**src/design/ebls_defs.vh**
```
// constants for the endian byte-lane steering block
`ifndef EBLS_DEFS_VH
`define EBLS_DEFS_VH

// ----------------------------------------------------------------------
// access sizes (internal) and device widths (external)
// ----------------------------------------------------------------------
`define EBLS_SZ_BYTE 2'h0
`define EBLS_SZ_WORD 2'h1
`define EBLS_SZ_LONG 2'h2

// ----------------------------------------------------------------------
// kinds of connected device
// ----------------------------------------------------------------------
`define EBLS_DEV_MEM 2'h0
`define EBLS_DEV_SDRAM 2'h1
`define EBLS_DEV_PCMCIA 2'h2

// ----------------------------------------------------------------------
// endian modes as captured from the select pin
// ----------------------------------------------------------------------
`define EBLS_BIG 1'h0
`define EBLS_LITTLE 1'h1

// ----------------------------------------------------------------------
// reset values
// ----------------------------------------------------------------------
`define EBLS_STRB_OFF 4'h0
`define EBLS_DATA_RST 32'h00000000

`endif

```
**src/design/ebls_steer.v**
```verilog
// endian byte-lane steering and access splitting, top module
// ----------------------------------------------------------------------
// Behaviour
// - endian mode taken from pin during reset
// - pin low big endian, high little
// - ordinary memory: byte, word, longword widths
// - sdram: only word and longword widths
// - pcmcia: only byte and word widths
// - wider accesses split automatically into beats
// - each beat sized to the smaller of request size and device width
// - big endian 32-bit lane placement
// - big endian 16-bit placement, upper half first
// - big endian 8-bit, msb first
// - little endian 32-bit lane placement
// - little endian 16-bit placement, lower half first
// - little endian 8-bit, lsb first
// ----------------------------------------------------------------------
`timescale 1ns/1ps
`default_nettype none
`include "ebls_defs.vh"

module ebls_steer (
  input wire clock,
  input wire rstn,
  input wire ce,
  input wire endian_select_pin,
  input wire [1:0] dev_kind,
  input wire [1:0] dev_width,
  input wire req_valid,
  input wire req_write,
  input wire [1:0] req_size,
  input wire [31:0] req_addr,
  input wire [31:0] req_wdata,
  output reg req_ready,
  output reg rsp_valid,
  output reg [31:0] rsp_rdata,
  output reg little_endian,
  output reg ext_valid,
  output reg ext_write,
  output reg [31:0] ext_addr,
  output reg [31:0] ext_wdata,
  input wire ext_done,
  input wire [31:0] ext_rdata,
  output reg write_strobe_lane3,
  output reg write_strobe_lane2,
  output reg write_strobe_lane1,
  output reg write_strobe_lane0,
  output reg sdram_mask_lane3,
  output reg sdram_mask_lane2,
  output reg sdram_mask_lane1,
  output reg sdram_mask_lane0
);

  // ----------------------------------------------------------------------
  // states
  // ----------------------------------------------------------------------
  localparam ST_IDLE = 3'b001;
  localparam ST_ISSUE = 3'b010;
  localparam ST_WAIT = 3'b100;

  // ----------------------------------------------------------------------
  // helpers
  // ----------------------------------------------------------------------
  // bytes in a size code
  function [2:0] size_bytes;
    input [1:0] sz;
    begin
      case (sz)
        `EBLS_SZ_BYTE: size_bytes = 3'h1;
        `EBLS_SZ_WORD: size_bytes = 3'h2;
        default: size_bytes = 3'h4;
      endcase
    end
  endfunction

  // device width legal for the device kind
  function [1:0] legal_width;
    input [1:0] kind;
    input [1:0] w;
    begin
      legal_width = (w == 2'h3) ? `EBLS_SZ_LONG : w; // byte, word, longword
      case (kind)
        `EBLS_DEV_SDRAM:
          if (legal_width == `EBLS_SZ_BYTE)
            legal_width = `EBLS_SZ_WORD; // no byte-wide sdram
        `EBLS_DEV_PCMCIA:
          if (legal_width == `EBLS_SZ_LONG)
            legal_width = `EBLS_SZ_WORD; // no longword pcmcia
        default: ;
      endcase
    end
  endfunction

  // smaller of two size codes
  function [1:0] min_size;
    input [1:0] a;
    input [1:0] b;
    begin
      min_size = (a < b) ? a : b;
    end
  endfunction

  // index of the last beat: request bytes over device bytes, minus one
  function [1:0] beat_last;
    input [1:0] sz;
    input [1:0] w;
    reg [2:0] ratio;
    begin
      ratio = size_bytes(sz) / size_bytes(w);
      beat_last = 2'h0;
      if (sz > w)
        beat_last = ratio[1:0] - 2'h1;
    end
  endfunction

  // ----------------------------------------------------------------------
  // registers
  // ----------------------------------------------------------------------
  reg [2:0] state_reg;
  reg [2:0] state_next;
  reg [1:0] width_reg;
  reg [1:0] kind_reg;
  reg write_reg;
  reg [1:0] size_reg;
  reg [31:0] base_reg;
  reg [31:0] wdata_reg;
  reg [31:0] gather_reg;
  reg [1:0] beat_reg;
  reg [1:0] beats_reg;
  wire little;

  // ----------------------------------------------------------------------
  // endian capture
  // ----------------------------------------------------------------------
  ebls_endian_latch u_latch (
    .clock(clock),
    .rstn(rstn),
    .ce(ce),
    .endian_select_pin(endian_select_pin),
    .little_reg(little)
  );

  // ----------------------------------------------------------------------
  // current beat: size, address and lane map
  // ----------------------------------------------------------------------
  reg [1:0] beat_size;
  reg [1:0] beat_off;
  reg [31:0] beat_addr;
  reg [1:0] base_lsb;
  wire [1:0] lane;
  wire [3:0] strobe;

  always @* begin
    beat_size = min_size(size_reg, width_reg); // beat of the smaller of request size and device width
    base_lsb = base_reg[1:0];
    beat_off = 2'h0;
    case (beat_size)
      `EBLS_SZ_BYTE: beat_off = beat_reg;
      `EBLS_SZ_WORD: beat_off = {beat_reg[0], 1'b0};
      default: beat_off = 2'h0;
    endcase
    beat_addr = {base_reg[31:2], base_lsb + beat_off}; // ascending addresses
  end

  ebls_lane_map u_map (
    .little(little),
    .width(width_reg),
    .addr(beat_addr[1:0]),
    .beat_size(beat_size),
    .lane(lane),
    .strobe(strobe)
  );

  // ----------------------------------------------------------------------
  // which byte of the internal value a beat carries (byte index 0 = lsb)
  // ----------------------------------------------------------------------
  reg [1:0] piece;
  reg [2:0] nbytes;
  reg [2:0] beat_bytes;
  reg [1:0] last_byte;
  reg [1:0] span;
  always @* begin
    nbytes = size_bytes(size_reg);
    beat_bytes = size_bytes(beat_size);
    last_byte = nbytes[1:0] - 2'h1; // wraps to 3 for a longword
    span = beat_bytes[1:0] - 2'h1;
    piece = 2'h0;
    if (beat_size != size_reg) begin
      if (little)
        piece = beat_off; // lsb first
      else
        piece = last_byte - beat_off - span; // msb first
    end
  end

  // ----------------------------------------------------------------------
  // write data placed on the lanes
  // ----------------------------------------------------------------------
  reg [31:0] shifted;
  reg [31:0] place;
  always @* begin
    shifted = wdata_reg >> {piece, 3'b000};
    place = 32'h00000000;
    case (beat_size)
      `EBLS_SZ_BYTE: place = {4{shifted[7:0]}} & ({{8{strobe[3]}}, {8{strobe[2]}},
                             {8{strobe[1]}}, {8{strobe[0]}}});
      `EBLS_SZ_WORD: place = strobe[3] ? {shifted[15:0], 16'h0000} : {16'h0000, shifted[15:0]};
      default: place = shifted;
    endcase
  end

  // ----------------------------------------------------------------------
  // read data picked from the lanes and merged
  // ----------------------------------------------------------------------
  reg [31:0] pick;
  reg [31:0] merged;
  always @* begin
    pick = 32'h00000000;
    case (beat_size)
      `EBLS_SZ_BYTE: pick = {24'h000000, ext_rdata[{lane, 3'b000} +: 8]};
      `EBLS_SZ_WORD: pick = strobe[3] ? {16'h0000, ext_rdata[31:16]} : {16'h0000, ext_rdata[15:0]};
      default: pick = ext_rdata;
    endcase
    merged = gather_reg | (pick << {piece, 3'b000}); // gather into place
  end

  // ----------------------------------------------------------------------
  // beat sequencing
  // ----------------------------------------------------------------------
  wire last_beat = (beat_reg == beats_reg);
  always @* begin
    state_next = state_reg;
    case (state_reg)
      ST_IDLE: if (req_valid) state_next = ST_ISSUE;
      ST_ISSUE: state_next = ST_WAIT;
      ST_WAIT: if (ext_done) state_next = last_beat ? ST_IDLE : ST_ISSUE;
      default: state_next = ST_IDLE;
    endcase
  end

  // ----------------------------------------------------------------------
  // main clocked process
  // ----------------------------------------------------------------------
  always @(posedge clock) begin
    if (!rstn) begin
      state_reg <= ST_IDLE;
      width_reg <= `EBLS_SZ_LONG;
      kind_reg <= `EBLS_DEV_MEM;
      write_reg <= 1'b0;
      size_reg <= `EBLS_SZ_BYTE;
      base_reg <= `EBLS_DATA_RST;
      wdata_reg <= `EBLS_DATA_RST;
      gather_reg <= `EBLS_DATA_RST;
      beat_reg <= 2'h0;
      beats_reg <= 2'h0;
      req_ready <= 1'b0;
      rsp_valid <= 1'b0;
      rsp_rdata <= `EBLS_DATA_RST;
      little_endian <= 1'b0;
      ext_valid <= 1'b0;
      ext_write <= 1'b0;
      ext_addr <= `EBLS_DATA_RST;
      ext_wdata <= `EBLS_DATA_RST;
      {write_strobe_lane3, write_strobe_lane2, write_strobe_lane1, write_strobe_lane0}
        <= `EBLS_STRB_OFF;
      {sdram_mask_lane3, sdram_mask_lane2, sdram_mask_lane1, sdram_mask_lane0}
        <= `EBLS_STRB_OFF;
    end else if (ce) begin
      state_reg <= state_next;
      little_endian <= little;
      rsp_valid <= 1'b0;
      req_ready <= (state_next == ST_IDLE);
      case (state_reg)
        ST_IDLE: begin
          if (req_valid) begin
            width_reg <= legal_width(dev_kind, dev_width);
            kind_reg <= dev_kind;
            write_reg <= req_write;
            size_reg <= req_size;
            base_reg <= req_addr;
            wdata_reg <= req_wdata;
            gather_reg <= `EBLS_DATA_RST;
            beat_reg <= 2'h0;
            // beats = request bytes / device bytes, minus one
            beats_reg <= beat_last(min_size(req_size, `EBLS_SZ_LONG),
                                   legal_width(dev_kind, dev_width));
          end
        end
        ST_ISSUE: begin
          ext_valid <= 1'b1;
          ext_write <= write_reg;
          ext_addr <= beat_addr;
          ext_wdata <= place;
          if (kind_reg == `EBLS_DEV_SDRAM)
            {sdram_mask_lane3, sdram_mask_lane2, sdram_mask_lane1, sdram_mask_lane0}
              <= strobe;
          else
            {write_strobe_lane3, write_strobe_lane2, write_strobe_lane1, write_strobe_lane0}
              <= strobe;
        end
        ST_WAIT: begin
          if (ext_done) begin
            ext_valid <= 1'b0;
            {write_strobe_lane3, write_strobe_lane2, write_strobe_lane1, write_strobe_lane0}
              <= `EBLS_STRB_OFF;
            {sdram_mask_lane3, sdram_mask_lane2, sdram_mask_lane1, sdram_mask_lane0}
              <= `EBLS_STRB_OFF;
            gather_reg <= merged;
            beat_reg <= beat_reg + 2'h1;
            if (last_beat) begin
              rsp_valid <= 1'b1;
              rsp_rdata <= write_reg ? `EBLS_DATA_RST : merged; // whole value at once
            end
          end
        end
        default: ;
      endcase
    end
  end

endmodule // ebls_steer

`default_nettype wire

```
**src/design/ebls_lane_map.v**
```verilog
// lane and strobe mapping for one external beat
`timescale 1ns/1ps
`default_nettype none
`include "ebls_defs.vh"

module ebls_lane_map (
  input wire little,
  input wire [1:0] width,
  input wire [1:0] addr,
  input wire [1:0] beat_size,
  output reg [1:0] lane,
  output reg [3:0] strobe
);

  // ----------------------------------------------------------------------
  // lane of the byte at a given offset, for byte, word and longword devices
  // ----------------------------------------------------------------------
  always @* begin
    lane = 2'h0;
    strobe = `EBLS_STRB_OFF;
    case (width)
      `EBLS_SZ_BYTE: begin
        lane = 2'h0; // byte device uses the lowest lane only
        strobe = 4'h1;
      end
      `EBLS_SZ_WORD: begin
        if (little)
          lane = {1'b0, addr[0]}; // odd bytes high lane
        else
          lane = {1'b0, ~addr[0]}; // even bytes high lane
        if (beat_size == `EBLS_SZ_BYTE)
          strobe = 4'h1 << lane; // only the active lane strobes
        else
          strobe = 4'h3;
      end
      default: begin
        if (little)
          lane = addr;
        else
          lane = ~addr;
        if (beat_size == `EBLS_SZ_BYTE)
          strobe = 4'h1 << lane;
        else if (beat_size == `EBLS_SZ_WORD)
          strobe = (little ^ addr[1]) ? 4'h3 : 4'hC; // upper pair: big at 0, little at 2
        else
          strobe = 4'hF;
      end
    endcase
  end

endmodule // ebls_lane_map

`default_nettype wire

```
**src/design/ebls_endian_latch.v**
```verilog
// capture of the endian select pin during reset, on enabled clocks only
`timescale 1ns/1ps
`default_nettype none
`include "ebls_defs.vh"

module ebls_endian_latch (
  input wire clock,
  input wire rstn,
  input wire ce,
  input wire endian_select_pin,
  output reg little_reg
);

  // ----------------------------------------------------------------------
  // sample the pin on every enabled clock while reset is held, then hold it
  // ----------------------------------------------------------------------
  always @(posedge clock) begin
    if (ce && !rstn)
      little_reg <= endian_select_pin; // low big, high little
  end

endmodule // ebls_endian_latch

`default_nettype wire

```
**config.mk**
```make
export PLATFORM = sky130hd
export DESIGN_NAME = ebls_steer
export DESIGN_NICKNAME = d
export VERILOG_FILES = /design/src/design/ebls_steer.v /design/src/design/ebls_lane_map.v /design/src/design/ebls_endian_latch.v
export VERILOG_INCLUDE_DIRS = /design/src /design/src/design
export SDC_FILE = /design/constraint.sdc
export NUM_CORES = 1
export LEC_CHECK = 0
export BUFFER_PORTS_ARGS = -buffer_cell sky130_fd_sc_hd__buf_4
export CORE_ASPECT_RATIO = 0.6
export CORE_MARGIN = 3
export CORE_UTILIZATION = 50
export DETAILED_ROUTE_END_ITERATION = 8
export PLACE_DENSITY = 0.78
export SETUP_SLACK_MARGIN = 0.5
export SYNTH_ARGS = -nofsm -noshare
export SYNTH_HDL_FRONTEND = slang
export SYNTH_HIERARCHICAL = 1
export SYNTH_SLANG_ARGS = --single-unit
export TNS_END_PERCENT = 50
```
**constraint.sdc**
```tcl
create_clock -name clock -period 4.7 [get_ports clock]
set_clock_uncertainty 0.15 [all_clocks]
set_input_delay 0.47 -clock clock [delete_from_list [all_inputs] [get_ports clock]]
set_output_delay 0.47 -clock clock [all_outputs]
set_load 0.02 [all_outputs]
```
# Word-level counts from Yosys, hierarchy flattened
# Cells that the tools add are included.
word_totals:
  ff_bits: 220
  output_inout_bits: 109
op_classes:
  add_sub_neg: 7
  n_div: 1
  n_lt_le_gt_ge: 3
  eq_ne: 20
  n_shift: 5
  n_mux: 72
  bitwise: 5
  n_reduce_logical: 18
op_table:
  columns: ["operator", "count"]
  rows:
  - ["32-bit one-hot mux with 2 select lines", 3]
  - ["32-bit 2-to-1 mux", 4]
  - ["2-bit 2-to-1 mux", 18]
  - ["32-bit AND", 1]
  - ["32-bit OR", 1]
  - ["32-bit by 6-bit variable part select with 8-bit output", 1]
  - ["32-bit by 5-bit << shifter with 32-bit output", 1]
  - ["32-bit by 5-bit right shift with 32-bit output", 1]
  - ["3-bit 2-to-1 mux", 10]
  - ["2-bit one-hot mux with 2 select lines", 6]
  - ["1-bit one-hot mux with 2 select lines", 9]
  - ["16-bit 2-to-1 mux", 1]
  - ["4-bit 2-to-1 mux", 4]
  - ["4-bit AND reduction", 4]
  - ["2-bit by 1-bit equality test with 1-bit output, second input constant", 7]
  - ["1-bit 2-to-1 mux", 13]
  - ["2-bit logical NOT", 6]
  - ["3-bit one-hot mux with 2 select lines", 2]
  - ["3-bit one-hot mux with 3 select lines", 1]
  - ["2-bit inequality test, second input constant", 4]
  - ["4-bit one-hot mux with 2 select lines", 1]
  - ["1-bit by 2-bit << shifter with 4-bit output, first input constant", 2]
  - ["2-bit equality test, second input constant", 3]
  - ["3-bit by 1-bit equality test with 1-bit output, second input constant", 2]
  - ["21 further kinds", 26]

# Longest topological paths before layout
logic_depth:
  depth_word: 18
  ltp_mapped: 20
  depth_no_buf: 19

# Modules after synthesis
# Netlist, hierarchy kept.
by_module_without_submodules:
  columns: ["module", "instances", "cells_each", "area_per_inst_um2"]
  rows:
  - ["ebls_steer", 1, 1306, 11151.9]
  - ["ebls_lane_map", 1, 19, 108.9]
  - ["ebls_endian_latch", 1, 2, 43.8]

# Worst setup path after synthesis
# OpenSTA, ideal clock, no wires.
synth_path:
  path_type: "register -> register"
  start: "register width_reg[1]"
  end: "register rsp_rdata[31]"
  t_arrival_ps: 3813
  required_ps: 4425
  slack_ps: 612
  path_stages_with_launch: 20
  period_less_slack_ps: 4088
  path_cell_list: "dfxtp_1 inv_1 ha_1 o21ba_1 buf_6 nor2_1 nor2_1 ha_1 xnor2_1 xnor2_1 xnor2_1 nand2_1 inv_1 clkbuf_1 mux4_2 a211o_1 o221a_2 mux2_2 a2bb2oi_1 o21ai_1"
synth_lines:
  columns: ["item", "line_no", "text"]
  rows:
  - ["from (decl)", "ebls_steer.v:121", "reg [1:0] width_reg;"]
  - ["from (signal assigned)", "ebls_steer.v:247", "width_reg <= `EBLS_SZ_LONG;"]
  - ["from (signal assigned)", "ebls_steer.v:276", "width_reg <= legal_width(dev_kind, dev_width);"]
  - ["2-bit less-than comparator (*)", "ebls_steer.v:99", "min_size = (a < b) ? a : b;"]
  - ["2-bit 2-to-1 mux (*)", "ebls_steer.v:99", null]
  - ["net beat_size[0]", "ebls_steer.v:146", "reg [1:0] beat_size;"]
  - ["2-bit by 1-bit equality test with 1-bit output / 2-bit logical NOT (equally long branches)", "ebls_steer.v:157", "case (beat_size)"]
  - ["2-bit one-hot mux with 2 select lines (*)", "ebls_steer.v:157", null]
  - ["2-bit adder (*)", "ebls_steer.v:162", "beat_addr = {base_reg[31:2], base_lsb + beat_off};"]
  - ["net beat_addr[1]", "ebls_steer.v:148", "reg [31:0] beat_addr;"]
  - ["2-bit inverter", "ebls_lane_map.v:40", "lane = ~addr;"]
  - ["2-bit 2-to-1 mux (*)", "ebls_lane_map.v:37", "if (little)"]
  - ["2-bit 2-to-1 mux (*)", "ebls_lane_map.v:21", "case (width)"]
  - ["2-bit one-hot mux with 2 select lines (*)", "ebls_lane_map.v:21", null]
  - ["net lane[1]", "ebls_steer.v:150", "wire [1:0] lane;"]
  - ["32-bit by 6-bit variable part select with 8-bit output (*)", "ebls_steer.v:220", "`EBLS_SZ_BYTE: pick = {24'h000000, ext_rdata[{lane, 3'b000} +: 8]};"]
  - ["32-bit one-hot mux with 2 select lines (*)", "ebls_steer.v:219", "case (beat_size)"]
  - ["32-bit by 5-bit << shifter with 32-bit output (*)", "ebls_steer.v:224", "merged = gather_reg | (pick << {piece, 3'b000});"]
  - ["32-bit OR (*)", "ebls_steer.v:224", null]
  - ["32-bit 2-to-1 mux (*)", "ebls_steer.v:312", "rsp_rdata <= write_reg ? `EBLS_DATA_RST : merged;"]
  - ["to (signal assigned)", "ebls_steer.v:258", "rsp_rdata <= `EBLS_DATA_RST;"]
  - ["to (signal assigned)", "ebls_steer.v:312", null]
  - ["to (decl)", "ebls_steer.v:36", "output reg [31:0] rsp_rdata,"]
# Mark *: on every way through the listed nets, which the timed path passes. The rest lies on a longest branch. The select of a mux whose other input is x is not followed.
# A chain may end at the register's enable or synchronous reset.

# Final worst setup path
layout_path:
  start: "register width_reg[1]"
  end: "register gather_reg[12]"
layout_between:
  elab_chain_cells: 17
layout_rtl:
  columns: ["item", "line_no", "text"]
  rows:
  - ["2-bit less-than comparator (*)", "ebls_steer.v:99", null]
  - ["2-bit 2-to-1 mux (*)", "ebls_steer.v:99", null]
  - ["net beat_size[0]", "ebls_steer.v:146", null]
  - ["2-bit by 1-bit equality test with 1-bit output / 2-bit logical NOT (equally long branches)", "ebls_steer.v:157", null]
  - ["2-bit one-hot mux with 2 select lines (*)", "ebls_steer.v:157", null]
  - ["2-bit adder (*)", "ebls_steer.v:162", null]
  - ["net beat_addr[1]", "ebls_steer.v:148", null]
  - ["2-bit inverter", "ebls_lane_map.v:40", null]
  - ["[4 not listed]", null, null]
  - ["4-bit one-hot mux with 2 select lines (*)", "ebls_lane_map.v:21", null]
  - ["net strobe[3]", "ebls_steer.v:151", "wire [3:0] strobe;"]
  - ["16-bit 2-to-1 mux (*)", "ebls_steer.v:221", "`EBLS_SZ_WORD: pick = strobe[3] ? {16'h0000, ext_rdata[31:16]} : {16'h0000, ext_rdata[15:0]};"]
  - ["32-bit one-hot mux with 2 select lines (*)", "ebls_steer.v:219", null]
  - ["32-bit by 5-bit << shifter with 32-bit output (*)", "ebls_steer.v:224", null]
  - ["32-bit OR (*)", "ebls_steer.v:224", null]
  - ["32-bit 2-to-1 mux (*)", "ebls_steer.v:302", "if (ext_done) begin"]
  - ["32-bit one-hot mux with 2 select lines (*)", "ebls_steer.v:273", "case (state_reg)"]
  - ["to (signal assigned)", "ebls_steer.v:253", "gather_reg <= `EBLS_DATA_RST;"]
  - ["to (signal assigned)", "ebls_steer.v:282", "gather_reg <= `EBLS_DATA_RST;"]
  - ["to (signal assigned)", "ebls_steer.v:308", "gather_reg <= merged;"]
  - ["to (decl)", "ebls_steer.v:127", "reg [31:0] gather_reg;"]
# Marks and branches as above.

==> key figures <==
Detailed routing
  • Number of routed nets with antenna violations: 0
  • Final WL: 37100 um
  • Initial DRC count: 1099
  • Wire per inst: approximately 20 um
  • Initial DRT Pass Iterations: 5
  • Drc violations: 0
  • Total vias in the final route: approximately 11000
  • Vias per inst: 6.03

Clocking
  • H-tree depth: 1
  • Clk Latency, worst-skew pair: about 0.50 ns
  • Clk buf depth: 3
  • CTS buffer count: 22
  • Clock root buffer: clkbuf_16
  • # clock sinks: 220
  • TritonCTS clock tree: built
  • Clk slew on worst S/H paths: roughly 0.07 ns

Global route
  • Largest net degree at the start of global routing: 74
  • Number of global-route vias before repair: approximately 10000
  • First-pass GRT wire length: ~57000 um
  • Overflow after GRT: 0
  • Initial antenna violation count: 1
  • GRT Overall Usage: 28.8%

Setup path
  • Levels on crit path: 19
  • Setup crit end kind: register
  • Crit-path leading delay family: compound AO/OA/AOI/OAI gates
  • Worst-path cell chain: inv_1 -> ha_2 -> o21ba_1 -> nor2_4 -> nor2_1 -> ha_1 -> xnor2_1 -> xnor2_1 -> xnor2_1 -> nand2_2 -> o21ai_1 -> buf_4 -> inv_1 -> a31oi_1 -> buf_4 -> o221ai_1 -> mux2i_2 -> a32oi_1 -> nor2b_1
  • Most used cell, CP: xnor2_1
  • Buf/Inv on CP: 4
  • Worst endpoint required time: around 5.0 ns
  • R2r setup slk: 0.70 ns
  • Slowest stage cell, crit path: dfxtp_2
  • Max incr delay on CP: 0.39 ns
  • Worst-path fanout max: 14
  • Arrival time at the worst endpoint: approximately 4.3 ns
  • Critical path type: reg -> reg
  • Critical Path Source Type: register
  • R2R cell count: 19

Cells and area
  • Ant diodes: 0
  • Multi-input logic area: between 6000 and 7000 um^2
  • Area Growth Syn to Fin: 23.5%
  • Layout cells sized above 1: around 25%
  • FF/Latch Area: between 4000 and 5000 um^2
  • Util after Layout: between 60% and 70%
  • Fill count: between 1500 and 2000
  • Nets@finish: ~1600

Placed design
  • DP Wirelength: 25800 um
  • Buffers on Ports: around 220
  • Final GP Congestion: between 0.9 and 1
  • Worst slack, placed: between 0.3 and 0.4 ns

Pwr
  • Peak supply drop: about 0.23 mV
  • Total power: about 4.5 mW
  • Lkg Pwr: 5.34 nW
  • PD cells: roughly 320 nW/um^2

Synthesis
  • Syn_area_per_cell: between 8 and 9 um^2
  • Post-Synth Adder-Cell Area: under 10%
  • Number of flops mapped to enable cells by yosys: 1
  • Cells after synthesis: around 1300
  • Post-Synth Simple-Gate Area: between 15 and 20%
  • Main combinational cell family by area after synthesis: compound AO/OA/AOI/OAI gates
  • Mux cell area share after synthesis: under 10%
  • Sequential cell area fraction in the yosys report: about two fifths
  • Yosys top cell area share: about 39%
  • Post-synth top area cell: dfxtp_1
  • Warnings, synthesis: 6
  • Cell Area, Synth: 11300 um^2
  • Top post-synthesis cells by area: dfxtp_1, nand2_1, a21boi_0
  • Xor/xnor cell area share of the yosys netlist: less than 1%
  • Synth Area in Compound Gates: a little under a third
  • Most frequent cell after synthesis: nand2_1
  • Post-synth ARST share: 0%
  • Commonest cells post-synth: nand2_1, dfxtp_1, a21boi_0, o21ai_0, clkbuf_1
  • Syn nets: 1451
  • Post-synthesis register bit count: between 200 and 250
  • Synth unique cells: 85
  • Prevailing post-synth register cell: dfxtp_1

Die
  • Die Footprint: around 25000 um^2
  • Starting Density: 52.3%
  • Core area: ~22000 um^2
  • Die Wd: about 200 um
  • Die height: between 100 and 150 um
  • I/O pins: roughly 220
  • Std cell rows: 41

Job
  • Max cap viols: 0

STA
  • Period utilisation layout: approximately 85%
  • Slew headroom: ~36%
  • Setup WS post-layout: approximately 0.70 ns
  • Fin. Hold Viols: 0
  • Final setup violation count: 0
  • Setup tns final: 0 ns
  • Number of max-slew violations in the final report: 0
  • Actual slew at the worst max-slew pin: around 0.95 ns
  • Fmax: around 250 MHz
  • Minimum clock period: approximately 4.0 ns
  • Unrepaired setup endpoints after global routing: yes
  • Hold_ws: approximately 0.077 ns

Worst hold path
  • Worst hold path type: in -> reg
  • Hold Crit Depth: 3

Status
  • Outcome: completed
==> tightest hold or removal path, stage by stage <==
cell	delay [ns]
buf_4	0.11
nand2_1	0.04
a21boi_0	0.06
==> path summary, 6_finish.rpt <==
kind,from,endpoint
max reg2reg,width_reg[1],gather_reg[12]
min,req_addr[17],base_reg[17]
max,width_reg[1],gather_reg[12]
min reg2reg,gather_reg[29],gather_reg[29]
==> timing repair <==
action,in CTS,in global routing
buffers inserted,1,5
gates resized for setup,4,14
pin swaps,1,1
hold buffers,1,0
endpoints found under the hold margin,1,0
endpoints found under the setup margin,53,93
==> layout make-up <==
type	instances	area share, %
Timing Repair Buffer	260	14.2
Inverter	18	0.538
Multi-Input combinational cell	977	45.4
Tap cell	301	2.70
Sequential cell	220	31.6
Clock buffer	31	4.55
Clock inverter	9	0.986
==> cells by family (layout without fill, tap and decap cells) <==
family | Yosys count | in the layout
AO/OA/AOI/OAI | 484 | 484
AND/OR/NAND/NOR | 433 | 433
flip-flops | 220 | 220
buffers and inverters | 130 | 318
multiplexers | 37 | 37
adder cells (fa/ha/maj) | 15 | 15
XOR/XNOR | 8 | 8
==> report_power, final <==
| part | internal (mW) | total, mW | switching (mW) | leakage, nW |
|---|---|---|---|---|
| Combinational | 0.281 | 0.664 | 0.384 | 3.18 |
| Clock | 1.12 | 1.88 | 0.768 | 0.374 |
| Sequential | 1.90 | 1.94 | 0.0382 | 1.78 |
| Total | 3.30 | 4.49 | 1.19 | 5.34 |
==> per-stage QoR <==
step | cell area, um^2 | instances
after floorplan | 11300 | 1327
after global placement | 13100 | 1769
after detailed placement | 13100 | 1769
after CTS | 13900 | 1811
after global routing | 14000 | 1816
final | 14000 | 1816
==> per-layer routing <==
layer / track usage, % / vias up / wire (um)
met5: 0 / - / 13
met4: 4.06 / 2 / 505
met3: 10.0 / 70 / 4680
met2: 41.1 / 592 / 15200
met1: 42.6 / 5169 / 16700
li1: - / 5119 / -
==> cells in the final DEF (no fill, tap or decap), types with 5 or more instances in the layout <==
| cell | instances |
|---|---|
| ha_1 | 14 |
| xnor2_1 | 5 |
| a31oi_1 | 18 |
| inv_1 | 16 |
| nand2b_1 | 8 |
| o21ai_1 | 45 |
| a32oi_1 | 16 |
| clkbuf_16 | 23 |
| o2111a_1 | 6 |
| nand2_1 | 291 |
| a2bb2oi_1 | 22 |
| nor4_1 | 8 |
| clkbuf_1 | 5 |
| o21ai_0 | 67 |
| nor2_1 | 33 |
| a21oi_1 | 37 |
| and2_1 | 7 |
| a211o_1 | 8 |
| o21a_1 | 5 |
| mux2i_1 | 15 |
| a21boi_0 | 107 |
| nor2b_1 | 32 |
| nand4_1 | 11 |
| o221a_2 | 8 |
| a221oi_1 | 8 |
| mux2_2 | 8 |
| buf_4 | 257 |
| a21boi_1 | 16 |
| o211ai_1 | 23 |
| o221ai_1 | 7 |
| a211oi_2 | 16 |
| dfxtp_1 | 217 |
| nand3_1 | 8 |
| a22oi_1 | 35 |
| mux4_2 | 8 |
No activity file was read; power rests on OpenSTA's default activity.
